[src/verilog/rgc_pkg.sv]
// Purpose: Shared constants and types for the remap global command block
// Assumes: AXI4-Lite register access, 32-bit data
// Notes: Command fields occupy bits 28 down to 24
package rgc_pkg;
  // ----------------------------------------
  // Register map
  // ----------------------------------------
  localparam int RGC_AW = 8;
  localparam logic [RGC_AW-1:0] RGC_CMD_OFF = 8'h18;
  localparam logic [RGC_AW-1:0] RGC_STAT_OFF = 8'h1C;
  localparam logic [RGC_AW-1:0] RGC_IRTA_OFF = 8'h20;
  localparam logic [31:0] RGC_IRTA_RST = 32'h00000000;
  localparam logic [31:0] RGC_IRTP_RST = 32'h00000000;
  // ----------------------------------------
  // Field positions
  // ----------------------------------------
  localparam int RGC_FL_BIT = 28;
  localparam int RGC_WBF_BIT = 27;
  localparam int RGC_QI_BIT = 26;
  localparam int RGC_IR_BIT = 25;
  localparam int RGC_TP_BIT = 24;
  localparam int RGC_FIELD_LSB = 24;
  localparam int RGC_CMD_LANE = 3;
  // Feature support mask, bit order fault log down to table pointer
  localparam logic [4:0] RGC_SUPPORT_RST = 5'h00;
  // ----------------------------------------
  // Bus answers
  // ----------------------------------------
  localparam logic [1:0] RGC_RESP_OKAY = 2'h0;
  localparam logic [1:0] RGC_RESP_SLVERR = 2'h2;
  // ----------------------------------------
  // Types
  // ----------------------------------------
  typedef struct packed {
    logic faultLog;
    logic flush;
    logic queuedInval;
    logic irqRemap;
    logic tablePtr;
  } rgc_stat_s;
  localparam rgc_stat_s RGC_STAT_RST = 5'h00;
  typedef enum logic [3:0] {
    RGC_IDLE = 4'b0001,
    RGC_LOAD = 4'b0010,
    RGC_FLUSH = 4'b0100,
    RGC_DRAIN = 4'b1000
  } rgc_state_e;
endpackage

[src/verilog/rgc_sync2.sv]
// Purpose: Two-flop synchroniser for external levels
// Assumes: Inputs are slow levels held across several clocks
// Notes: First stage is read only by the second
`timescale 1ns/1ns
`default_nettype none
module rgc_sync2 #(
  parameter int WIDTH = 2
) (
  input wire logic mclk,
  input wire logic rst,
  input wire logic [WIDTH-1:0] din,
  output logic [WIDTH-1:0] dout
);
  logic [WIDTH-1:0] meta_q;
  genvar i;
  generate
    for (i = 0; i < WIDTH; i++) begin : gBit
      always_ff @(posedge mclk or posedge rst) begin
        if (rst) begin
          meta_q[i] <= 1'b0;
          dout[i] <= 1'b0;
        end else begin
          meta_q[i] <= din[i];
          dout[i] <= meta_q[i];
        end
      end
    end
  endgenerate
endmodule
`default_nettype wire

[src/verilog/rgc_global_command.sv]
// Purpose: Upper global command fields with status and AXI4-Lite access
// Assumes: Flush and interrupt-drain helpers answer by level pins
// Notes: Support mask defaults to none, so all fields act reserved
//
// Decided for this implementation: the address map and the AXI4-Lite slave port.
`timescale 1ns/1ns
`default_nettype none
module rgc_global_command
  import rgc_pkg::*;
#(
  parameter logic [4:0] SUPPORT = rgc_pkg::RGC_SUPPORT_RST
) (
  input wire logic mclk,
  input wire logic rst,
  input wire logic [rgc_pkg::RGC_AW-1:0] awaddr,
  input wire logic awvalid,
  output logic awready,
  input wire logic [31:0] wdata,
  input wire logic [3:0] wstrb,
  input wire logic wvalid,
  output logic wready,
  output logic [1:0] bresp,
  output logic bvalid,
  input wire logic bready,
  input wire logic [rgc_pkg::RGC_AW-1:0] araddr,
  input wire logic arvalid,
  output logic arready,
  output logic [31:0] rdata,
  output logic [1:0] rresp,
  output logic rvalid,
  input wire logic rready,
  input wire logic flushDonePin,
  input wire logic irqIdlePin,
  output logic flushReq,
  output logic faultLogMem,
  output logic queuedInvalOn,
  output logic irqRemapOn,
  output logic [31:0] irtPtr
);
  import rgc_pkg::*;

  // ----------------------------------------
  // Pin synchronisers
  // ----------------------------------------
  logic [1:0] pinSync;
  wire flushDoneS = pinSync[0];
  wire irqIdleS = pinSync[1];

  rgc_sync2 #(.WIDTH(2)) uSync (
    .mclk(mclk),
    .rst(rst),
    .din({irqIdlePin, flushDonePin}),
    .dout(pinSync)
  );

  // ----------------------------------------
  // State
  // ----------------------------------------
  rgc_state_e state_q, state_d;
  rgc_stat_s stat_q;
  logic pendLoad_q, pendFlush_q, pendIr_q, irTarget_q;
  logic [31:0] irtAddr_q;
  logic awready_q, bvalid_q, arready_q, rvalid_q;
  logic [1:0] bresp_q, rresp_q;
  logic [31:0] rdata_q;

  wire supFl = SUPPORT[4];
  wire supWbf = SUPPORT[3];
  wire supQi = SUPPORT[2];
  wire supIr = SUPPORT[1];
  wire supTp = SUPPORT[0];

  // ----------------------------------------
  // Write decode
  // ----------------------------------------
  wire idle = (state_q == RGC_IDLE) && !pendLoad_q && !pendFlush_q && !pendIr_q;
  wire wrTake = awready_q && awvalid && wvalid;
  wire hitCmd = (awaddr == RGC_CMD_OFF);
  wire hitStat = (awaddr == RGC_STAT_OFF);
  wire hitIrta = (awaddr == RGC_IRTA_OFF);
  wire wrMapped = hitCmd || hitStat || hitIrta;
  wire cmdWr = wrTake && hitCmd && wstrb[RGC_CMD_LANE];
  wire irtaWr = wrTake && hitIrta;
  wire wrFl = cmdWr && supFl;
  wire wrWbf = cmdWr && supWbf && wdata[RGC_WBF_BIT];
  wire wrQi = cmdWr && supQi;
  wire wrIr = cmdWr && supIr && (wdata[RGC_IR_BIT] != irqRemapOn);
  wire wrTp = cmdWr && supTp && wdata[RGC_TP_BIT];

  // ----------------------------------------
  // Read decode
  // ----------------------------------------
  wire rdTake = arready_q && arvalid;
  wire rdStat = (araddr == RGC_STAT_OFF);
  wire rdIrta = (araddr == RGC_IRTA_OFF);
  wire rdCmd = (araddr == RGC_CMD_OFF);
  wire rdMapped = rdStat || rdIrta || rdCmd;
  wire [31:0] statWord = {3'h0, stat_q, 24'h000000};
  wire [31:0] rdWord = rdStat ? statWord : (rdIrta ? irtAddr_q : 32'h00000000);

  // ----------------------------------------
  // AXI4-Lite handshakes
  // ----------------------------------------
  always_ff @(posedge mclk or posedge rst) begin
    if (rst) begin
      awready_q <= 1'b0;
      bvalid_q <= 1'b0;
      bresp_q <= RGC_RESP_OKAY;
    end else begin
      awready_q <= !awready_q && awvalid && wvalid && !bvalid_q && idle;
      if (wrTake) begin
        bvalid_q <= 1'b1;
        bresp_q <= wrMapped ? RGC_RESP_OKAY : RGC_RESP_SLVERR;
      end else if (bready) begin
        bvalid_q <= 1'b0;
      end
    end
  end

  always_ff @(posedge mclk or posedge rst) begin
    if (rst) begin
      arready_q <= 1'b0;
      rvalid_q <= 1'b0;
      rresp_q <= RGC_RESP_OKAY;
      rdata_q <= 32'h00000000;
    end else begin
      arready_q <= !arready_q && arvalid && !rvalid_q;
      if (rdTake) begin
        rvalid_q <= 1'b1;
        rresp_q <= rdMapped ? RGC_RESP_OKAY : RGC_RESP_SLVERR;
        rdata_q <= rdWord;
      end else if (rready) begin
        rvalid_q <= 1'b0;
      end
    end
  end

  // ----------------------------------------
  // Table address register, per byte lane
  // ----------------------------------------
  genvar b;
  generate
    for (b = 0; b < 4; b++) begin : gLane
      always_ff @(posedge mclk or posedge rst) begin
        if (rst) begin
          irtAddr_q[b*8 +: 8] <= RGC_IRTA_RST[b*8 +: 8];
        end else if (irtaWr && wstrb[b]) begin
          irtAddr_q[b*8 +: 8] <= wdata[b*8 +: 8];
        end
      end
    end
  endgenerate

  // ----------------------------------------
  // Sequencer
  // ----------------------------------------
  always_comb begin
    state_d = state_q;
    case (state_q)
      RGC_IDLE: begin
        if (pendLoad_q) begin
          state_d = RGC_LOAD;
        end else if (pendFlush_q) begin
          state_d = RGC_FLUSH;
        end else if (pendIr_q) begin
          state_d = RGC_DRAIN;
        end
      end
      RGC_LOAD: begin
        state_d = RGC_IDLE;
      end
      RGC_FLUSH: begin
        if (flushDoneS) begin
          state_d = RGC_IDLE;
        end
      end
      RGC_DRAIN: begin
        if (irqIdleS) begin
          state_d = RGC_IDLE;
        end
      end
      default: begin
        state_d = RGC_IDLE;
      end
    endcase
  end

  wire loadDone = (state_q == RGC_LOAD);
  wire flushDone = (state_q == RGC_FLUSH) && flushDoneS;
  wire drainDone = (state_q == RGC_DRAIN) && irqIdleS;

  always_ff @(posedge mclk or posedge rst) begin
    if (rst) begin
      state_q <= RGC_IDLE;
    end else begin
      state_q <= state_d;
    end
  end

  always_ff @(posedge mclk or posedge rst) begin
    if (rst) begin
      pendLoad_q <= 1'b0;
      pendFlush_q <= 1'b0;
      pendIr_q <= 1'b0;
      irTarget_q <= 1'b0;
    end else begin
      pendLoad_q <= wrTp || (pendLoad_q && !loadDone);
      pendFlush_q <= wrWbf || (pendFlush_q && !flushDone);
      pendIr_q <= wrIr || (pendIr_q && !drainDone);
      if (wrIr) begin
        irTarget_q <= wdata[RGC_IR_BIT];
      end
    end
  end

  // ----------------------------------------
  // Feature controls and status
  // ----------------------------------------
  always_ff @(posedge mclk or posedge rst) begin
    if (rst) begin
      faultLogMem <= 1'b0;
      queuedInvalOn <= 1'b0;
      irqRemapOn <= 1'b0;
      irtPtr <= RGC_IRTP_RST;
      flushReq <= 1'b0;
      stat_q <= RGC_STAT_RST;
    end else begin
      if (wrFl) begin
        faultLogMem <= wdata[RGC_FL_BIT];
        stat_q.faultLog <= wdata[RGC_FL_BIT];
      end
      if (wrQi) begin
        queuedInvalOn <= wdata[RGC_QI_BIT];
        stat_q.queuedInval <= wdata[RGC_QI_BIT];
      end
      if (wrWbf) begin
        stat_q.flush <= 1'b1;
      end else if (flushDone) begin
        stat_q.flush <= 1'b0;
      end
      flushReq <= (state_d == RGC_FLUSH);
      if (drainDone) begin
        irqRemapOn <= irTarget_q;
        stat_q.irqRemap <= irTarget_q;
      end
      if (wrTp) begin
        stat_q.tablePtr <= 1'b0;
      end else if (loadDone) begin
        irtPtr <= irtAddr_q;
        stat_q.tablePtr <= 1'b1;
      end
    end
  end

  assign awready = awready_q;
  assign wready = awready_q;
  assign bvalid = bvalid_q;
  assign bresp = bresp_q;
  assign arready = arready_q;
  assign rvalid = rvalid_q;
  assign rresp = rresp_q;
  assign rdata = rdata_q;
endmodule
`default_nettype wire

[config.mk]
export PLATFORM = sky130hd
export DESIGN_NAME = rgc_global_command
export DESIGN_NICKNAME = d
export VERILOG_FILES = /design/src/verilog/rgc_pkg.sv /design/src/verilog/rgc_sync2.sv /design/src/verilog/rgc_global_command.sv
export SDC_FILE = /design/constraint.sdc
export NUM_CORES = 1
export LEC_CHECK = 0
export BUFFER_PORTS_ARGS = -buffer_cell sky130_fd_sc_hd__buf_2
export CAP_MARGIN = 10
export CORE_MARGIN = 1
export CORE_UTILIZATION = 30
export CTS_BUF_LIST = sky130_fd_sc_hd__clkbuf_16
export DETAILED_ROUTE_END_ITERATION = 7
export GPL_ROUTABILITY_DRIVEN = 0
export PLACE_DENSITY = 0.51
export RECOVER_POWER = 25
export SLEW_MARGIN = 10
export SYNTH_ARGS = -nofsm -noshare
export SYNTH_HDL_FRONTEND = slang
export SYNTH_SLANG_ARGS = --single-unit
[constraint.sdc]
create_clock -name mclk -period 4.15 [get_ports mclk]
set_input_delay 0.6225 -clock mclk [delete_from_list [all_inputs] [get_ports mclk]]
set_output_delay 0.6225 -clock mclk [all_outputs]
set_load 0.1 [all_outputs]
=== After elaboration in Yosys (flattened, before gate mapping) ===
Index checks and enable logic that the tools add are counted.

* Equal/unequal tests: 11
* Muxes and demuxes: 14
* Reductions and logical operators: 38

{| class="wikitable"
|+ Operator list
! kind !! number
|-
| $mux W32 || 2
|-
| $eq A8 B5 Y1 const B || 4
|-
| $logic_and A1 B1 Y1 || 22
|-
| $mux W4 || 5
|-
| $eq A8 B6 Y1 const B || 2
|-
| $pmux W4 S3 || 1
|-
| $logic_not A1 Y1 || 10
|-
| $eq A4 B3 Y1 const B || 2
|-
| $eq A4 B1 Y1 const B || 1
|-
| $eq A4 B2 Y1 const B || 1
|-
| $eq A4 B4 Y1 const B || 1
|-
| $logic_or A1 B1 Y1 || 4
|-
| $mux W1 || 4
|-
| $mux W2 || 2
|-
| $reduce_bool A2 Y1 || 2
|}

* Register bits: 117
* Input port bits: 61
* Output and inout bits: 77
* Logic and storage cells: 85

=== Logic depth before layout (Yosys ltp) ===
Gate-level depths: netlist (run 1).

* Depth after elaboration: 5
* Depth in mapped cells: 5

=== By module ===
A second synthesis (run 1) with hierarchy kept.

* Cells, all modules: 285
* Area, all modules: 4,445.5 um^2

{| class="wikitable"
|+ By module, submodules not included
! module !! times used !! cells each !! area each (um^2) !! sequential area each (um^2)
|-
| rgc_global_command || 1 || 280 || 4,341.7 || 2,778.9
|-
| rgc_sync2 || 1 || 5 || 103.8 || 100.1
|}

=== Worst setup path after synthesis (run 1) ===
Ideal clock, no wire load.

* Kind: flip-flop to flip-flop
* Start: reg awready_q, in the netlist awready
* End: reg irtAddr_q[0]
* Library setup time: 0.125 ns
* Arrival: 2.125 ns
* Required time: 4.025 ns
* Slack: 1.900 ns
* Stages on the path, launching flop included: 5
* Cells stage by stage: dfrtp_1 -> and3_1 -> buf_1 -> nand4_4 -> mux2_2

* Longest elaborated chain between the ends: 4

{| class="wikitable"
|+ RTL lines
! element !! line !! text
|-
| from (decl) || rgc_global_command.sv:63 || <nowiki>logic awready_q, bvalid_q, arready_q, rvalid_q;</nowiki>
|-
| from (signal assigned) || rgc_global_command.sv:110 || <nowiki>awready_q <= !awready_q && awvalid && wvalid && !bvalid_q && idle;</nowiki>
|-
| $logic_and A1 B1 Y1 (2 in a row) || rgc_global_command.sv:77 || <nowiki>wire wrTake = awready_q && awvalid && wvalid;</nowiki>
|-
| $logic_and A1 B1 Y1 || rgc_global_command.sv:83 || <nowiki>wire irtaWr = wrTake && hitIrta;</nowiki>
|-
| $logic_and A1 B1 Y1 || rgc_global_command.sv:147 || <nowiki>end else if (irtaWr && wstrb[b]) begin</nowiki>
|-
| to (signal, indexed assignment) || rgc_global_command.sv:146 || <nowiki>irtAddr_q[b*8 +: 8] <= RGC_IRTA_RST[b*8 +: 8];</nowiki>
|-
| to (signal, indexed assignment) || rgc_global_command.sv:148 || <nowiki>irtAddr_q[b*8 +: 8] <= wdata[b*8 +: 8];</nowiki>
|-
| to (decl) || rgc_global_command.sv:62 || <nowiki>logic [31:0] irtAddr_q;</nowiki>
|}

Every way passes these cells.
A chain may end at the register's enable or synchronous reset.

==> flow_metrics.env, run 1 <==
export IMPL_grt_pass1_vias=2973
export IMPL_dp_hpwl_um=7150
export IMPL_whs_ps=323
export IMPL_peakVddDrop_mv=0.250
export IMPL_drtIter0Drc=122
export IMPL_layout_common_cells="131 x buf_2, 114 x dfrtp_1, 62 x mux2_2, 31 x a22o_1, 17 x clkbuf_16"
export IMPL_cts_tree="done"
export IMPL_postCtsHoldBufs=0
export IMPL_min_path_type="in2reg"
export IMPL_powerDensity_nw_per_um2=430
export IMPL_clock_skew_ps=7.93
export IMPL_yosysSeqAreaShare_pct=64.8
export IMPL_syn_inst=284
export IMPL_critPathBufInv=3
export IMPL_power_share_combinational_pct=6.0
export IMPL_avgSynthCellArea_um2=15.6
export IMPL_dieArea_um2=15300
export IMPL_clockPowerShare_pct=48.3
export IMPL_drive_above_1_share_pct=52.8
export IMPL_cts_inserted_buffers=17
export IMPL_relSlewSlack_pct=-52.1
export IMPL_grt_max_degree=52
export IMPL_ys_types=42
export IMPL_rsz0062_at_grt="no"
export IMPL_cts_setup_buffers=0
export IMPL_p_sw_mw=0.593
export IMPL_drc=0
export IMPL_path_cells="clkbuf_1 > clkinvlp_2 > clkbuf_2"
export IMPL_postLayoutSetupSlackWorst_ps=1680
export IMPL_core_region_area_um2=14500
export IMPL_grt_pass1_wl_um=16200
export IMPL_arrival_ps=2880
export IMPL_maxCapViolations=1
export IMPL_die_x_um=124
export IMPL_met2_length_um=5140
export IMPL_die_h_um=124
export IMPL_critPathTopFamily="buffers and inverters"
export IMPL_pwr_share_seq_pct=45.7
export IMPL_path_max_fanout=51
export IMPL_fin_nets=488
export IMPL_highest_layer="met4"
export IMPL_status="finished, violations left"
export IMPL_final_area_um2=5780
export IMPL_fin_tns_setup_ps=0
export IMPL_cts_clk_slew_worst_paths_ps=50
export IMPL_setup_violations_final=0
export IMPL_final_hold_viol_count=0
export IMPL_dr_pass1_iters=4
export IMPL_final_max_slew_viol_count=52
export IMPL_violations="capacitance limit, slew limit"
export IMPL_vias=2930
export IMPL_io_buffers=132
export IMPL_fmax_mhz=405
export IMPL_end_kind="async pin"
export IMPL_drt_met1_wl_um=4550
export IMPL_synth_seq_cells=115
export IMPL_slowest_stage="clkinvlp_2"
export IMPL_area_growth_syn_to_layout_pct=30.1
export IMPL_avgRoutedWirePerCell_um=16.8
export IMPL_cts_root_buf="clkbuf_16"
export IMPL_wl_um=10500
export IMPL_max_stage_delay_ps=1270
export IMPL_ant_nets=0
export IMPL_antenna_found_initial=3
export IMPL_clkSinkCount=115
export IMPL_vias_per_cell=4.68
export IMPL_grt_usage_pct=14.5
export IMPL_critical_path_required_ps=4570
export IMPL_crit_path_start_kind="input port"
export IMPL_layout_commonest_cell="buf_2"
export IMPL_post_dp_cell_area_um2=5290
export IMPL_syn_area_um2=4440
export IMPL_criticalPathCategory="in2async"
export IMPL_pre_cts_ws_ps=1800
export IMPL_ys_warn_count=0
export IMPL_intPower_mw=1.89
export IMPL_finalCritPeriodShare_pct=59.4
export IMPL_clockBufferDepth=2
export IMPL_dr_wl_met3_um=591
export IMPL_worst_pin_slew_ps=2270
export IMPL_row_count=44
export IMPL_htreeDepth=4
export IMPL_initial_core_util_pct=30.7
export IMPL_grt_overflow_total=0
export IMPL_p_leak_nw=3.14
export IMPL_postCtsResizedCells=0
export IMPL_fin_crit_ps=2470
export IMPL_insertion_delay_ps=400
export IMPL_io_pins=138
export IMPL_netSwitchingFraction_pct=23.8
-- flip-flops by register name (all words and copies together), names as in the netlist --
| register | count |
|---|---|
| pendIr_q | 1 |
| rresp | 1 |
| irtPtr | 32 |
| statWord | 1 |
| rvalid | 1 |
| flushReq | 1 |
| pendFlush_q | 1 |
| state_q | 4 |
| pendLoad_q | 1 |
| awready | 1 |
| bvalid | 1 |
| uSync.meta_q | 2 |
| arready | 1 |
| rdata | 32 |
| irtAddr_q | 32 |
| bresp | 1 |
| uSync.dout | 2 |
-- layer usage --
layer,GRT usage (%),vias to the layer above
met3,5.36,11
met5,0,-
met4,5.65,0
li1,-,1335
met2,22.8,93
met1,18.2,1491
-- worst paths after layout --
path                                       from              end  slack [ps]  depth (start not counted)
worst max-delay path                        rst       irtPtr[29]        1680                          3
worst min-delay path                 irqIdlePin  uSync.meta_q[1]         320                          1
worst max register to register       state_q[2]       irtPtr[28]        1870                          3
worst min register to register  uSync.meta_q[0]    uSync.dout[0]         350                          0
max in group mclk                    state_q[2]       irtPtr[28]        1870                          3
min in group asynchronous                   rst  uSync.meta_q[1]         800                          2
-- power groups by stage --
| stage | clock (mW) | combinational, mW | sequential, mW |
|---|---|---|---|
| floorplan | 0 | 0.0636 | 1.19 |
| finish | 1.20 | 0.148 | 1.14 |
| global route | 1.29 | 0.161 | 1.14 |
| detailed placement | 0 | 0.153 | 1.16 |
| global placement | 0 | 0.151 | 1.16 |
| CTS | 1.24 | 0.153 | 1.14 |
-- per-stage QoR --
step	util, %	total power [mW]	instances
2_1_floorplan	-	1.26	288
3_3_place_gp	36.6	1.31	592
3_5_place_dp	36.6	1.31	592
4_1_cts	39.9	2.53	623
5_1_grt	39.9	2.59	625
6_report	39.9	2.49	626
-- synth_stat cells (all sizes together) --
library cell	count	area, um^2
nand4	4	85.1
nor4b	4	71.3
dfstp	1	26.3
and4	1	8.76
and3	1	6.26
a32oi	1	8.76
clkbuf	4	15.0
conb	1	3.75
nor2b	1	6.26
a22o	31	272
o21a	1	7.51
a31oi	1	6.26
inv	8	30.0
dfrtp	114	2850
nand3	1	5.00
or2	1	6.26
a21o	1	7.51
nor2	4	15.0
o41a	1	11.3
buf	13	78.8
nor3	2	10.0
nand2	5	18.8
a2bb2oi	1	8.76
o22a	1	8.76
nor3b	2	15.0
o21ai	2	10.0
mux2	64	721
nand2b	1	6.26
o21bai	2	15.0
a211o	1	8.76
or4b	2	23.8
o32ai	2	17.5
nor4	4	46.3
and3b	1	8.76
-- cells by family (layout without fill, tap and decap cells) --
logic type | Yosys count | count (layout) | share of synthesized area, %
flip-flops | 115 | 115 | 64.8
other | 1 | 8 | 0.0844
AND/OR/NAND/NOR | 34 | 34 | 7.49
AO/OA/AOI/OAI | 45 | 45 | 8.59
multiplexers | 64 | 64 | 16.2
buffers and inverters | 25 | 176 | 2.79
-- cell type report --
type	count	area, um^2
Clock inverter	14	61.3
Tap cell	184	230
Sequential cell	115	2880
Fill cell	1393	8700
Inverter	8	31.3
Clock buffer	17	425
Timing Repair Buffer	137	692
Antenna cell	3	7.51
Multi-Input combinational cell	148	1450
(Power assumes the default switching activity.)
==> run 2, diff against run 1 <==
--- a/config.mk
+++ b/config.mk
@@ -5,6 +5,7 @@
 export SDC_FILE = /design/constraint.sdc
 export NUM_CORES = 1
 export LEC_CHECK = 0
+export ABC_AREA = 1
 export BUFFER_PORTS_ARGS = -buffer_cell sky130_fd_sc_hd__buf_2
 export CAP_MARGIN = 10
 export CORE_MARGIN = 1
@@ -12,7 +13,7 @@
 export CTS_BUF_LIST = sky130_fd_sc_hd__clkbuf_16
 export DETAILED_ROUTE_END_ITERATION = 7
 export GPL_ROUTABILITY_DRIVEN = 0
-export PLACE_DENSITY = 0.51
+export PLACE_DENSITY = 0.5
 export RECOVER_POWER = 25
 export SLEW_MARGIN = 10
 export SYNTH_ARGS = -nofsm -noshare
==> constraint.sdc (replaced) <==
create_clock -name mclk -period 2.4 [get_ports mclk]
set_input_delay 0.36 -clock mclk [delete_from_list [all_inputs] [get_ports mclk]]
set_output_delay 0.36 -clock mclk [all_outputs]
set_load 0.1 [all_outputs]
==> flow_metrics.env, run 2 <==
export IMPL_end_kind="primary output"
export IMPL_drive_above_1_share_pct=27.8
export IMPL_min_path_type="in2reg"
export IMPL_path_depth=1
export IMPL_path_max_fanout=2
export IMPL_cts_inserted_buffers=17
export IMPL_clockBufferDepth=2
export IMPL_syn_inst=531
export IMPL_finalCritPeriodShare_pct=66.0
export IMPL_maxCapViolations=1
export IMPL_dr_pass1_iters=4
export IMPL_crit_path_start_kind="flop"
export IMPL_postLayoutSetupSlackWorst_ps=817
export IMPL_ys_types=23
export IMPL_io_buffers=132
export IMPL_final_max_slew_viol_count=116
export IMPL_critPathBufInv=1
export IMPL_vias_per_cell=4.41
export IMPL_area_growth_syn_to_layout_pct=26.9
export IMPL_status="finished, violations left"
export IMPL_yosysSeqAreaShare_pct=59.7
export IMPL_synth_top_area_share_pct=59.1
export IMPL_worst_pin_slew_ps=1560
export IMPL_drtIter0Drc=194
export IMPL_io_pins=138
export IMPL_met2_length_um=5510
export IMPL_final_area_um2=6120
export IMPL_max_stage_delay_ps=440
export IMPL_slowest_stage="buf_2"
export IMPL_core_region_area_um2=15400
export IMPL_avgSynthCellArea_um2=9.09
export IMPL_final_util_pct=39.7
export IMPL_row_count=45
export IMPL_rsz0062_at_grt="no"
export IMPL_layout_commonest_cell="nand2_1"
export IMPL_ys_top_cells_by_area="dfrtp_1 59%, nand2_1 19%, nand4_1 4.4%"
export IMPL_worstRegToRegCells=6
export IMPL_worstSetupStartpoint="irtPtr[0]"
export IMPL_dp_cells=855
export IMPL_final_hold_viol_count=0
export IMPL_wl_um=12300
export IMPL_cts_setup_buffers=0
export IMPL_arrival_ps=1220
export IMPL_insertion_delay_ps=410
export IMPL_post_dp_cell_area_um2=5590
export IMPL_syn_area_um2=4830
export IMPL_critPathTopFamily="buffers and inverters"
export IMPL_fin_nets=724
export IMPL_grt_overflow_total=0
export IMPL_hp_start="irqIdlePin"
export IMPL_fillers=1653
export IMPL_relSlewSlack_pct=-3.99
export IMPL_total_power_mw=4.63
export IMPL_antenna_found_initial=0
export IMPL_cts_root_buf="clkbuf_16"
export IMPL_htreeDepth=4
export IMPL_path_cells="buf_2"
export IMPL_cts_clk_slew_worst_paths_ps=50
export IMPL_whs_path_depth=1
export IMPL_fin_crit_ps=1580
export IMPL_peakVddDrop_mv=0.426
export IMPL_fin_cells=887
export IMPL_fmax_mhz=632
export IMPL_setup_violations_final=0
export IMPL_highest_layer="met4"
export IMPL_fin_tns_setup_ps=0
export IMPL_powerDensity_nw_per_um2=755
export IMPL_drc=0
export IMPL_vias=3916
export IMPL_initial_core_util_pct=31.3
export IMPL_postCtsHoldBufs=0
export IMPL_grt_usage_pct=16.1
export IMPL_critical_path_required_ps=2040
export IMPL_dr_wl_met3_um=694
export IMPL_die_x_um=129
export IMPL_synth_common_cells="242 x nand2_1, 114 x dfrtp_1, 42 x nand3_1, 34 x nand4_1, 20 x inv_1"
export IMPL_synth_edf_count=0
export IMPL_grt_max_degree=116
export IMPL_p_leak_nw=3.57
export IMPL_whs_ps=54.7
export IMPL_synth_seq_cells=115
export IMPL_drt_met1_wl_um=5950
export IMPL_avgRoutedWirePerCell_um=13.9
export IMPL_grt_pass1_vias=3881
export IMPL_regToRegStartpoint="state_q[2]"
export IMPL_clkSinkCount=115
export IMPL_dieArea_um2=16600
export IMPL_ant_nets=0
export IMPL_criticalPathCategory="reg2out"
export IMPL_postCtsResizedCells=0
export IMPL_ys_warn_count=0
export IMPL_cts_tree="done"
export IMPL_synth_async_sr_flop_share_pct=100
export IMPL_violations="capacitance limit, slew limit"
export IMPL_yosysTopAreaCell="dfrtp_1"
export IMPL_layout_common_cells="242 x nand2_1, 131 x buf_2, 114 x dfrtp_1, 42 x nand3_1, 34 x nand4_1"
export IMPL_pre_cts_ws_ps=721
export IMPL_die_h_um=129
export IMPL_post_synth_top_count_cell="nand2_1"
export IMPL_grt_pass1_wl_um=20100
export IMPL_dp_hpwl_um=8280
export IMPL_diodes=0
export IMPL_synth_flop_cell="dfrtp_1"
export IMPL_clock_skew_ps=6.30
## run 2: cell count changes after synthesis, sizes merged, moves of 20 or more
cell,delta
a22o,-31
mux2,-64
nand2,+240
nand3,+45
nand4,+30
nor2,+20
## run 2: layout make-up
type                            instances  area (um^2)  area share (%)
Clock inverter                         15          119            1.94
Multi-Input combinational cell        367         1630            26.6
Timing Repair Buffer                  140          719            11.7
Clock buffer                           17          425            6.95
Tap cell                              211          264            4.31
Sequential cell                       115         2880            47.0
Inverter                               22         86.3            1.41
## run 2: cell families after synthesis
family          count (synthesis)  synth area share, %
compound gates                 11                 1.14
buf+inv                        53                 6.84
other cells                     1               0.0777
simple gates                  351                 32.3
flops                         115                 59.7
## run 2: power breakdown
| group | switching [mW] | internal [mW] | total (mW) |
|---|---|---|---|
| Combinational | 0.286 | 0.0665 | 0.353 |
| Clock | 0.895 | 1.40 | 2.30 |
| Sequential | 0.0116 | 1.96 | 1.97 |
| Total | 1.19 | 3.43 | 4.63 |
## run 2: path summary, 6_finish.rpt
path                                    to  slack (ps)
max                              irtPtr[0]         820
min                        uSync.meta_q[1]          50
max reg2reg                     irtPtr[20]         890
min reg2reg                  uSync.dout[1]         350
max in group asynchronous         rdata[7]         910
min in group asynchronous       irtPtr[27]         540
## run 2: layer usage
layer,up-vias,track usage [%]
met4,0,5.61
met3,10,5.28
li1,1965,-
met5,-,0
met1,1832,21.5
met2,109,24.4
==> run 3, diff against run 2 <==
==> constraint.sdc (replaced) <==
create_clock -name mclk -period 1.6 [get_ports mclk]
set_input_delay 0.24 -clock mclk [delete_from_list [all_inputs] [get_ports mclk]]
set_output_delay 0.24 -clock mclk [all_outputs]
set_load 0.1 [all_outputs]
==> flow_metrics.env, run 3 (synthesis results as in run 2) <==
export IMPL_drt_met1_wl_um=6010
export IMPL_finalCritPeriodShare_pct=92.4
export IMPL_dp_hpwl_um=8640
export IMPL_io_buffers=132
export IMPL_area_growth_syn_to_layout_pct=31.3
export IMPL_fin_crit_ps=1480
export IMPL_worst_pin_slew_ps=857
export IMPL_slowest_stage="buf_2"
export IMPL_fmax_mhz=676
export IMPL_cts_root_buf="clkbuf_16"
export IMPL_die_x_um=129
export IMPL_diodes=0
export IMPL_rsz0062_at_grt="no"
export IMPL_clockBufferDepth=2
export IMPL_htreeDepth=4
export IMPL_max_stage_delay_ps=440
export IMPL_worstRegToRegCells=6
export IMPL_ant_nets=0
export IMPL_wl_um=12600
export IMPL_critPathBufInv=1
export IMPL_grt_pass1_vias=3976
export IMPL_insertion_delay_ps=420
export IMPL_critPathTopFamily="buffers and inverters"
export IMPL_cts_setup_buffers=0
export IMPL_regToRegStartpoint="state_q[2]"
export IMPL_cts_inserted_buffers=17
export IMPL_path_cells="buf_2"
export IMPL_clkSinkCount=115
export IMPL_final_hold_viol_count=0
export IMPL_met2_length_um=5670
export IMPL_grt_overflow_total=0
export IMPL_status="complete, no violations"
export IMPL_whs_endpoint="arready"
export IMPL_fin_tns_setup_ps=0
export IMPL_layout_common_cells="242 x nand2_1, 132 x buf_2, 112 x dfrtp_1, 42 x nand3_1, 34 x nand4_1"
export IMPL_p_leak_nw=3.65
export IMPL_drtIter0Drc=195
export IMPL_drive_above_1_share_pct=28.5
export IMPL_final_max_slew_viol_count=0
export IMPL_dr_wl_met3_um=718
export IMPL_min_path_type="in2reg"
export IMPL_crit_path_start_kind="flop"
export IMPL_layout_commonest_cell="nand2_1"
export IMPL_dieArea_um2=16600
export IMPL_io_pins=138
export IMPL_grt_pass1_wl_um=20200
export IMPL_initial_core_util_pct=31.3
export IMPL_arrival_ps=1240
export IMPL_dr_pass1_iters=4
export IMPL_grt_max_degree=93
export IMPL_hp_start="arvalid"
export IMPL_die_h_um=129
export IMPL_whs_path_depth=3
export IMPL_path_max_fanout=2
export IMPL_maxCapViolations=0
export IMPL_antenna_found_initial=0
export IMPL_avgRoutedWirePerCell_um=14.1
export IMPL_highest_layer="met4"
export IMPL_relSlewSlack_pct=42.9
export IMPL_grt_usage_pct=16.4
export IMPL_clock_skew_ps=10.2
export IMPL_setup_violations_final=0
export IMPL_peakVddDrop_mv=0.677
export IMPL_postLayoutSetupSlackWorst_ps=121
export IMPL_end_kind="primary output"
export IMPL_cts_tree="done"
export IMPL_row_count=45
export IMPL_final_util_pct=41.1
export IMPL_powerDensity_nw_per_um2=1190
export IMPL_vias=4006
export IMPL_pre_cts_ws_ps=253
export IMPL_drc=0
export IMPL_rrSetupSlack_ps=200
export IMPL_fin_nets=732
export IMPL_criticalPathCategory="reg2out"
export IMPL_reg2reg_to="irtPtr[17]"
export IMPL_cts_clk_slew_worst_paths_ps=50
export IMPL_vias_per_cell=4.48
export IMPL_critical_path_required_ps=1360
export IMPL_core_region_area_um2=15400
==> run 3: worst max-delay path by stage <==
stage	startpoint	endpoint	cells past startpoint	slack [ps]
final	irtPtr[0]	irtPtr[0]	1	120
after global placement	state_q[2]	irtPtr[13]	6	270
after CTS	irtPtr[0]	irtPtr[0]	1	90
after floorplan	rst	arready	1	-160
after global routing	state_q[2]	irtPtr[14]	6	60
after detailed placement	state_q[2]	irtPtr[18]	6	250
==> run 3: layout make-up <==
cell class | count | area (um^2)
Fill cell | 1576 | 9090
Sequential cell | 115 | 2880
Multi-Input combinational cell | 367 | 1630
Timing Repair Buffer | 148 | 845
Clock buffer | 17 | 425
Tap cell | 211 | 264
Clock inverter | 15 | 206
Inverter | 22 | 83.8
==> run 3: metal layers <==
layer	track usage, %	vias to the layer above
li1	-	1971
met1	21.6	1901
met2	24.8	117
met3	5.32	17
met4	7.06	0
met5	0	-
==> run 3: where the power goes <==
group / leakage [nW] / switching [mW] / internal (mW)
Clock: 0.292 / 1.42 / 2.61
Sequential: 1.58 / 0.0180 / 2.94
Combinational: 1.78 / 0.437 / 0.114
==> run 3: repair_timing <==
action	CTS	global route
gates resized for setup	0	0
hold buffers	5	0
hold endpoints to repair	47	0
==> run 3: stage by stage <==
step                cell area [um^2]  hold slack [ps]  std cells  power [mW]
detailed placement              5670              337        858        3.56
CTS                             6350             35.2        895        7.64
finish                          6330             53.4        895        7.54
global route                    6330             52.4        895        7.84
floorplan                       4850              271        535        3.41
global placement                5670              332        858        3.56
